## src/hw/codec_irq_pkg.sv

```systemverilog
// Operation
// - Bus-interface resets are registered on a clock edge, then act asynchronously on their groups.
// - Bus masks, bank, device number, port state reset on every reset incl. sync loss.
// - Bus/port/general status reset on hard resets, kept across sync loss.
// - Other bus registers below split reset only on power-on or device hard reset.
// - Codec registers at or above split reset on all but sync loss.
// - Bus hard reset from bus reset, forced-reset bit, or clock-stop exit with mode set.
// - All bus-side statuses merge into one general interrupt indication.
// - Bus-side mask bit 0 blocks, 1 passes.
// - A set standard mask bit stops its event from driving the alert pin.
// - Unmasked event sets status and asserts the alert pin at once.
// - Masked event sets status but leaves the alert pin alone.
// - Alert stays asserted until all set unmasked bits have been read.
// - Status bits are sticky; clear after read once cause is gone.
// - Read while condition persists releases alert but keeps status bit.
// - Unmasking an already set status bit asserts the alert pin.
// - Inactive or normal jack alert selection: any unmasked event alerts.
// - Event-type bits clear on read unless a new event arrived.
// - Condition-type bits stay set while the condition holds.
package codec_irq_pkg;
    // Register map (word index of a 16-bit data port)
    localparam logic [7:0] ADDR_STD_STATUS  = 8'h00;
    localparam logic [7:0] ADDR_STD_MASK    = 8'h01;
    localparam logic [7:0] ADDR_STD_KIND    = 8'h02;
    localparam logic [7:0] ADDR_MODE        = 8'h03;
    localparam logic [7:0] ADDR_BUS_STATUS  = 8'h10;
    localparam logic [7:0] ADDR_BUS_MASK    = 8'h11;
    localparam logic [7:0] ADDR_GEN_STATUS  = 8'h12;
    localparam logic [7:0] ADDR_BUS_CTRL    = 8'h13;
    localparam logic [7:0] ADDR_BUS_CONFIG  = 8'h14;
    localparam logic [7:0] ADDR_CODEC_CFG   = 8'h20;
    // Bus control fields
    localparam int         BIT_FORCE_RESET  = 0;
    localparam int         BIT_CLKSTOP_MODE = 1;
    localparam int         BIT_BANK         = 2;
    localparam int         POS_DEVNUM       = 4;
    // Jack alert selection
    localparam logic [1:0] MODE_INACTIVE    = 2'h0;
    localparam logic [1:0] MODE_SHORT       = 2'h1;
    localparam logic [1:0] MODE_NORMAL      = 2'h3;
    // Reset values
    localparam logic [15:0] RST_STD_MASK    = 16'hffff;
    localparam logic [15:0] RST_STD_KIND    = 16'h0000;
    localparam logic [15:0] RST_BUS_MASK    = 16'h0000;
    localparam logic [15:0] RST_BUS_CTRL    = 16'h0000;
    localparam logic [15:0] RST_BUS_CONFIG  = 16'h0000;
    localparam logic [15:0] RST_CODEC_CFG   = 16'h0000;
    localparam logic [1:0]  RST_MODE        = 2'h3;

    typedef struct packed {
        logic [7:0]  addr;
        logic [15:0] wdata;
        logic        wr;
        logic        rd;
    } reg_req_t;

    typedef struct packed {
        logic        bus_reset;
        logic        clkstop_exit;
        logic        sync_loss;
    } bus_evt_t;
endpackage

```

## src/hw/codec_irq_and_reset_scope.sv

```systemverilog
// The implementer's own choices: the placing of the registers and strobed register access.
`timescale 1ns/10ps
`default_nettype none
module codec_irq_and_reset_scope #(
    parameter int W = 16
) (
    // Clock and device resets
    input  wire logic                       clk_sys_i,
    input  wire logic                       rst_n_i,
    input  wire logic                       por_n_i,
    // Register port
    input  wire codec_irq_pkg::reg_req_t    req_i,
    output logic [15:0]                     rdata_o,
    // Bus events
    input  wire codec_irq_pkg::bus_evt_t    bus_evt_i,
    // Interrupt sources
    input  wire logic [W-1:0]               std_src_i,
    input  wire logic [W-1:0]               bus_src_i,
    input  wire logic                       short_det_i,
    // Outputs
    output logic                            alert_n_o,
    output logic                            bus_irq_o,
    output logic                            bus_hard_rst_o,
    output logic                            sync_rst_o
);
    // Sources: ones per cycle for events, level for conditions
    logic [W-1:0]  std_status, next_std_status;
    logic [W-1:0]  std_mask, next_std_mask;
    logic [W-1:0]  std_kind, next_std_kind;
    logic [W-1:0]  std_seen, next_std_seen;
    logic [1:0]    mode, next_mode;
    logic [W-1:0]  bus_status, next_bus_status;
    logic [W-1:0]  bus_mask, next_bus_mask;
    logic          gen_status, next_gen_status;
    logic [15:0]   bus_ctrl, next_bus_ctrl;
    logic [15:0]   bus_config, next_bus_config;
    logic [15:0]   codec_cfg, next_codec_cfg;
    logic [15:0]   next_rdata;
    logic          hard_req;
    logic          hard_rst_n;
    logic          all_rst_n;
    logic          sync_hold;

    function automatic logic hit(input logic [7:0] a);
        hit = req_i.rd && (req_i.addr == a);
    endfunction

    function automatic logic wr_hit(input logic [7:0] a);
        wr_hit = req_i.wr && (req_i.addr == a);
    endfunction

    // Hard reset request; one cycle pulse registered to stay glitch free
    always_comb begin
        hard_req = bus_evt_i.bus_reset
                 | bus_ctrl[codec_irq_pkg::BIT_FORCE_RESET]
                 | (bus_evt_i.clkstop_exit & bus_ctrl[codec_irq_pkg::BIT_CLKSTOP_MODE]);
    end

    logic hard_q;
    always_ff @(posedge clk_sys_i or negedge rst_n_i) begin
        if (!rst_n_i) begin
            hard_q    <= 1'b0;
            sync_hold <= 1'b0;
        end else begin
            hard_q    <= hard_req;
            sync_hold <= bus_evt_i.sync_loss;
        end
    end

    // Derived resets act asynchronously on their register groups
    assign hard_rst_n = rst_n_i & por_n_i & ~hard_q;
    assign all_rst_n  = hard_rst_n & ~sync_hold;
    assign bus_hard_rst_o = hard_q;
    assign sync_rst_o     = sync_hold;

    // Standard status: set wins over read clear
    always_comb begin
        next_std_status = std_status;
        next_std_seen   = std_seen;
        for (int i = 0; i < W; i++) begin
            if (hit(codec_irq_pkg::ADDR_STD_STATUS)) begin
                next_std_seen[i] = std_status[i];
                if (!std_src_i[i]) begin
                    next_std_status[i] = 1'b0;
                end
            end
            if (std_src_i[i]) begin
                next_std_status[i] = 1'b1;
                if (!std_status[i] || !std_kind[i]) begin
                    next_std_seen[i] = 1'b0;
                end
            end
            if (!next_std_status[i]) begin
                next_std_seen[i] = 1'b0;
            end
        end
        // Read releases the alert even when a condition keeps the bit set
        if (hit(codec_irq_pkg::ADDR_STD_STATUS)) begin
            next_std_seen = std_status | (std_seen & std_src_i & std_kind);
        end
    end

    // Codec registers above split: hard resets only
    always_comb begin
        next_std_mask  = std_mask;
        next_std_kind  = std_kind;
        next_mode      = mode;
        next_codec_cfg = codec_cfg;
        if (wr_hit(codec_irq_pkg::ADDR_STD_MASK)) begin
            next_std_mask = req_i.wdata[W-1:0];
        end
        if (wr_hit(codec_irq_pkg::ADDR_STD_KIND)) begin
            next_std_kind = req_i.wdata[W-1:0];
        end
        if (wr_hit(codec_irq_pkg::ADDR_MODE)) begin
            next_mode = req_i.wdata[1:0];
        end
        if (wr_hit(codec_irq_pkg::ADDR_CODEC_CFG)) begin
            next_codec_cfg = req_i.wdata;
        end
    end

    always_ff @(posedge clk_sys_i or negedge hard_rst_n) begin
        if (!hard_rst_n) begin
            std_status <= '0;
            std_seen   <= '0;
            std_mask   <= codec_irq_pkg::RST_STD_MASK[W-1:0];
            std_kind   <= codec_irq_pkg::RST_STD_KIND[W-1:0];
            mode       <= codec_irq_pkg::RST_MODE;
            codec_cfg  <= codec_irq_pkg::RST_CODEC_CFG;
        end else begin
            std_status <= next_std_status;
            std_seen   <= next_std_seen;
            std_mask   <= next_std_mask;
            std_kind   <= next_std_kind;
            mode       <= next_mode;
            codec_cfg  <= next_codec_cfg;
        end
    end

    // Bus status group: hard resets, kept on sync loss
    always_comb begin
        next_bus_status = bus_status | bus_src_i;
        if (hit(codec_irq_pkg::ADDR_BUS_STATUS)) begin
            next_bus_status = bus_src_i;
        end
        next_gen_status = |(next_bus_status & bus_mask);
    end

    always_ff @(posedge clk_sys_i or negedge hard_rst_n) begin
        if (!hard_rst_n) begin
            bus_status <= '0;
            gen_status <= 1'b0;
        end else begin
            bus_status <= next_bus_status;
            gen_status <= next_gen_status;
        end
    end

    // Masks, bank, device number: every reset including sync loss
    always_comb begin
        next_bus_mask = bus_mask;
        next_bus_ctrl = bus_ctrl;
        next_bus_ctrl[codec_irq_pkg::BIT_FORCE_RESET] = 1'b0;
        if (wr_hit(codec_irq_pkg::ADDR_BUS_MASK)) begin
            next_bus_mask = req_i.wdata[W-1:0];
        end
        if (wr_hit(codec_irq_pkg::ADDR_BUS_CTRL)) begin
            next_bus_ctrl = req_i.wdata;
        end
    end

    always_ff @(posedge clk_sys_i or negedge all_rst_n) begin
        if (!all_rst_n) begin
            bus_mask <= codec_irq_pkg::RST_BUS_MASK[W-1:0];
            bus_ctrl <= codec_irq_pkg::RST_BUS_CTRL;
        end else begin
            bus_mask <= next_bus_mask;
            bus_ctrl <= next_bus_ctrl;
        end
    end

    // Other bus registers: device resets only
    always_comb begin
        next_bus_config = bus_config;
        if (wr_hit(codec_irq_pkg::ADDR_BUS_CONFIG)) begin
            next_bus_config = req_i.wdata;
        end
    end

    logic dev_rst_n;
    assign dev_rst_n = rst_n_i & por_n_i;

    always_ff @(posedge clk_sys_i or negedge dev_rst_n) begin
        if (!dev_rst_n) begin
            bus_config <= codec_irq_pkg::RST_BUS_CONFIG;
        end else begin
            bus_config <= next_bus_config;
        end
    end

    // Read data one cycle after the strobe, zero otherwise
    always_comb begin
        next_rdata = 16'h0000;
        if (req_i.rd) begin
            case (req_i.addr)
                codec_irq_pkg::ADDR_STD_STATUS: next_rdata[W-1:0] = std_status;
                codec_irq_pkg::ADDR_STD_MASK:   next_rdata[W-1:0] = std_mask;
                codec_irq_pkg::ADDR_STD_KIND:   next_rdata[W-1:0] = std_kind;
                codec_irq_pkg::ADDR_MODE:       next_rdata[1:0]   = mode;
                codec_irq_pkg::ADDR_BUS_STATUS: next_rdata[W-1:0] = bus_status;
                codec_irq_pkg::ADDR_BUS_MASK:   next_rdata[W-1:0] = bus_mask;
                codec_irq_pkg::ADDR_GEN_STATUS: next_rdata[0]     = gen_status;
                codec_irq_pkg::ADDR_BUS_CTRL:   next_rdata        = bus_ctrl;
                codec_irq_pkg::ADDR_BUS_CONFIG: next_rdata        = bus_config;
                codec_irq_pkg::ADDR_CODEC_CFG:  next_rdata        = codec_cfg;
                default:                        next_rdata        = 16'h0000;
            endcase
        end
    end

    always_ff @(posedge clk_sys_i or negedge rst_n_i) begin
        if (!rst_n_i) begin
            rdata_o <= 16'h0000;
        end else begin
            rdata_o <= next_rdata;
        end
    end

    // Alert: combinational so a new event or unmask shows at once
    logic std_pend;
    always_comb begin
        std_pend = |(std_status & ~std_seen & ~std_mask);
        if (mode == codec_irq_pkg::MODE_SHORT) begin
            alert_n_o = ~short_det_i;
        end else begin
            // Read bits drop out, else a held condition pins the alert low
            alert_n_o = ~(std_pend | |(std_src_i & ~std_mask & ~std_seen));
        end
    end

    assign bus_irq_o = gen_status;
endmodule
`default_nettype wire

```

## config.mk

```make
export PLATFORM = sky130hd
export DESIGN_NAME = codec_irq_and_reset_scope
export DESIGN_NICKNAME = d
export VERILOG_FILES = /design/src/hw/codec_irq_pkg.sv /design/src/hw/codec_irq_and_reset_scope.sv
export SDC_FILE = /design/constraint.sdc
export NUM_CORES = 1
export LEC_CHECK = 0
export BUFFER_PORTS_ARGS = -buffer_cell sky130_fd_sc_hd__buf_2
export CAP_MARGIN = 20
export CELL_PAD_IN_SITES_DETAIL_PLACEMENT = 1
export CELL_PAD_IN_SITES_GLOBAL_PLACEMENT = 1
export CORE_MARGIN = 2
export CORE_UTILIZATION = 47
export DETAILED_ROUTE_END_ITERATION = 8
export MAX_ROUTING_LAYER = met4
export PLACE_DENSITY = 0.9
export SYNTH_ARGS = -nofsm -noshare
export SYNTH_HDL_FRONTEND = slang
export SYNTH_SLANG_ARGS = --single-unit
```

## constraint.sdc

```tcl
create_clock -name clk_sys_i -period 8.3 [get_ports clk_sys_i]
set_input_delay 1.245 -clock clk_sys_i [delete_from_list [all_inputs] [get_ports clk_sys_i]]
set_output_delay 1.245 -clock clk_sys_i [all_outputs]
set_load 0.02 [all_outputs]
```

==> impl_table.tex <==
\begin{tabular}{lr}
\hline
Metric & Value \\
\hline
\multicolumn{2}{l}{\textbf{Run status}} \\
Outcome & finished clean \\
\multicolumn{2}{l}{\textbf{Logic synthesis}} \\
Proportion of netlist area held by the largest area contributor & 47.4\% \\
Cell types occupying the most area after synthesis & sky130\_fd\_sc\_hd\_\_dfrtp\_1 47\%, sky130\_fd\_sc\_hd\_\_mux2\_2 15\%, sky130\_fd\_sc\_hd\_\_dfstp\_2 6.1\% \\
Leading cell type by number of instances after synthesis & sky130\_fd\_sc\_hd\_\_dfrtp\_1 \\
Post-Synthesis Net Count & 713 \\
Flops \& latches, synth & 165 \\
Avg Synthesized Cell Area & 12.0 um2 \\
Yosys warning total & 0 \\
Share of flip-flops with an asynchronous set or reset & 100\% \\
Yosys cell types & 54 \\
Count of flip-flops with a built-in enable after synthesis & 0 \\
Cell count after synthesis & 648 \\
Portion of the post-synthesis area used by sequential elements & 53.5\% \\
Ys flop type & sky130\_fd\_sc\_hd\_\_dfrtp\_1 \\
Most area-hungry cell type in the Yosys netlist & sky130\_fd\_sc\_hd\_\_dfrtp\_1 \\
Commonest cells in the netlist & 147 x sky130\_fd\_sc\_hd\_\_dfrtp\_1, 101 x sky130\_fd\_sc\_hd\_\_mux2\_2, 46 x sky130\_fd\_sc\_hd\_\_nand2\_1 \\
Netlist area before placement & 7760 um2 \\
\multicolumn{2}{l}{\textbf{STA}} \\
TNS Setup & 0 ps \\
Max Clock Skew & 11.3 ps \\
Period utilisation layout & 43.9\% \\
Max Freq & 275 MHz \\
Final critical delay including setup and external delays & 3640 ps \\
Tightest Pin Transition & 1030 ps \\
Hold violation count in the final report & 0 \\
Setup repair after global routing missed its margin & no \\
Final Max Tran Viols & 0 \\
Max-slew headroom & 31.2\% \\
Number of endpoints failing setup at the final stage & 0 \\
\multicolumn{2}{l}{\textbf{Clock network}} \\
CTS Buffer Depth & 2 \\
Root cell of the clock tree & sky130\_fd\_sc\_hd\_\_clkbuf\_16 \\
Post\_cts resized & 0 \\
Clock latency at the later pin of the worst-skew pair & 450 ps \\
Total number of clock tree sinks & 165 \\
Clock slew seen by the registers of the worst setup and hold paths & 70 ps \\
Maximum level of the CTS H-tree & 4 \\
Total setup buffers inserted after CTS & 0 \\
CTS tree & yes \\
TritonCTS buffer count & 17 \\
Quantity of hold-fixing buffers added after cts & 0 \\
\multicolumn{2}{l}{\textbf{Drt}} \\
Via Count & 6,256 \\
Detailed Route Iter0 Violations & 652 \\
Routed length on met1 & 9980 um \\
Routed length on met2 & 12,900 um \\
Highest signal layer in the routed design & met4 \\
Avg WL per Cell & 26.6 um \\
Number of nets still failing antenna checks after routing & 0 \\
Number of optimization iterations in the first detailed-route pass & 6 \\
Remaining design rule violation count & 0 \\
WL final & 25,400 um \\
Via density per instance & 6.54 \\
Met3 Wirelength & 1610 um \\
\multicolumn{2}{l}{\textbf{Worst setup path}} \\
Critical Path Fanout Max & 3 \\
Critical setup path kind & primary input to primary output \\
Max stage delay on crit path & 460 ps \\
Most used cell, CP & sky130\_fd\_sc\_hd\_\_buf\_2 \\
Arrival time at the worst endpoint & 2400 ps \\
Worst Path Buf+Inv & 2 \\
Worst r2r path cells & 3 \\
Endpoint class of the critical path & primary output \\
Critical path's slowest cell & sky130\_fd\_sc\_hd\_\_o32ai\_1 \\
Crit-path leading delay family & compound AO/OA/AOI/OAI gates \\
Startpoint of the lowest-slack register-to-register path & bus\_hard\_rst\_o\$\_DFF\_PN0\_ \\
Timing startpoint of the critical path & std\_src\_i[7] \\
Endpoint of the worst-slack reg-to-reg timing path & std\_mask[12]\$\_DFFE\_PN1P\_ \\
Minimum setup slack among reg-to-reg paths & 6740 ps \\
Category of the worst setup path launch point & primary input \\
Sequence of cells on the critical path & buf\_2 > nor2\_1 > o32ai\_1 > nor4\_1 > a31o\_2 > buf\_2 \\
Req. time, crit path & 7050 ps \\
\multicolumn{2}{l}{\textbf{Finish}} \\
Final instance area & 9010 um2 \\
Layout fillers & 1,709 \\
Number of nets in the final layout & 792 \\
Antenna cells & 0 \\
Fraction of final layout cells sized beyond drive strength 1 & 38.0\% \\
Area growth from synthesis to final layout & 16.1\% \\
\multicolumn{2}{l}{\textbf{Floorplan}} \\
Std-Cell Rows & 46 \\
Die height & 133 um \\
Effective utilization at floorplan & 48.5\% \\
Top-level I/O count & 85 \\
Width of the die & 133 um \\
Core region area & 16,000 um2 \\
Full die area & 17,600 um2 \\
\multicolumn{2}{l}{\textbf{Placed design}} \\
Final RePlAce weighted congestion & 0.935 \\
HPWL Detailed & 17,900 um \\
Count of port buffers added during placement & 84 \\
DP Area & 8370 um2 \\
\multicolumn{2}{l}{\textbf{Power and ir drop}} \\
Peak supply drop & 163 uV \\
Total power per unit cell area & 198 nW/um2 \\
Static leakage & 0.00418 uW \\
\multicolumn{2}{l}{\textbf{GRT}} \\
Antenna violations before repair & 0 \\
Combined global-route utilization of all metal layers & 30.6\% \\
Wire length of the first global-routing pass & 39,500 um \\
Via count of the first global-routing pass & 6,816 \\
Largest net degree at the start of global routing & 83 \\
GR Overflow Total & 0 \\
\multicolumn{2}{l}{\textbf{Job}} \\
Maximum Capacitance Violations & 0 \\
\multicolumn{2}{l}{\textbf{Hold path}} \\
Class of the worst hold path & register to async pin \\
\hline
\end{tabular}
[sequential cells by signal, summed over array words and instances (netlist names)]
register and cells:
codec_cfg 16, mode 2, std_status 16, bus_config 16, rdata_o 16, bus_mask 16
bus_ctrl 16, bus_irq_o 1, std_kind 16, std_seen 16, std_mask 16, bus_hard_rst_o 1
sync_rst_o 1, bus_status 16
[placed cells by master (no fill, tap or decap), drive strengths merged, types with 11 or more instances in the layout]
master	Yosys	final
a41oi	16	16
a21oi	19	19
a222oi	18	18
dfstp	18	18
inv	35	45
a22oi	11	11
nor2	22	22
nand2	51	51
o21ai	18	18
a21o	33	33
a31oi	12	12
clkbuf	17	17
o211ai	15	15
dfrtp	147	147
mux2	111	111
buf	18	95
[how the worst max path moves through the flow]
stage                                     endpoint  cells past startpoint  slack, ps
after floorplan                bus_irq_o$_DFF_PN0_                      2       1250
after global placement    std_mask[10]$_DFFE_PN1P_                      6       4680
final                                    alert_n_o                      6       4660
after detailed placement  std_mask[12]$_DFFE_PN1P_                      6       4430
after global routing                     alert_n_o                      6       4590
after CTS                                alert_n_o                      6       4670
[final cells by class]
cell class / count / area, um2 / share of cell area, %
clock buffer: 17 / 425 / 4.72
inverter: 35 / 131 / 1.46
clock inverter: 15 / 159 / 1.76
tap: 216 / 270 / 3.00
timing repair buffer: 95 / 543 / 6.03
sequential: 165 / 4150 / 46.1
multi-input combinational: 413 / 3330 / 37.0
[report_power, final]
| part | internal, uW | switching (uW) |
|---|---|---|
| Combinational | 53.0 | 80.3 |
| Clock | 427 | 371 |
| Sequential | 833 | 23.1 |
| Total | 1310 | 475 |
[kinds of logic (layout without fill, tap and decap cells)]
| family | count (synthesis) | count (layout) | share of synthesized area [%] |
|---|---|---|---|
| compound gates | 173 | 173 | 16.6 |
| flops | 165 | 165 | 53.5 |
| simple gates | 124 | 124 | 8.65 |
| buf+inv | 70 | 162 | 4.00 |
| mux | 116 | 116 | 17.2 |
[per-stage QoR]
stage	worst slack [ps]	utilization, %	cells	power [uW]	hold slack (ps)
2_1_floorplan	1250	-	648	932	431
3_3_place_gp	4680	52.3	922	989	459
3_5_place_dp	4430	52.3	922	998	465
4_1_cts	4670	56.0	954	1790	475
5_1_grt	4590	56.3	956	1840	501
6_report	4660	56.3	956	1790	447
[routing by layer]
| layer | track usage [%] | vias to the layer above |
|---|---|---|
| met1 | 37.0 | 3244 |
| met4 | 13.6 | 0 |
| met3 | 5.63 | 84 |
| met2 | 50.4 | 331 |
| met5 | - | - |
| li1 | - | 2597 |
Power figures use the tool's default switching activity.
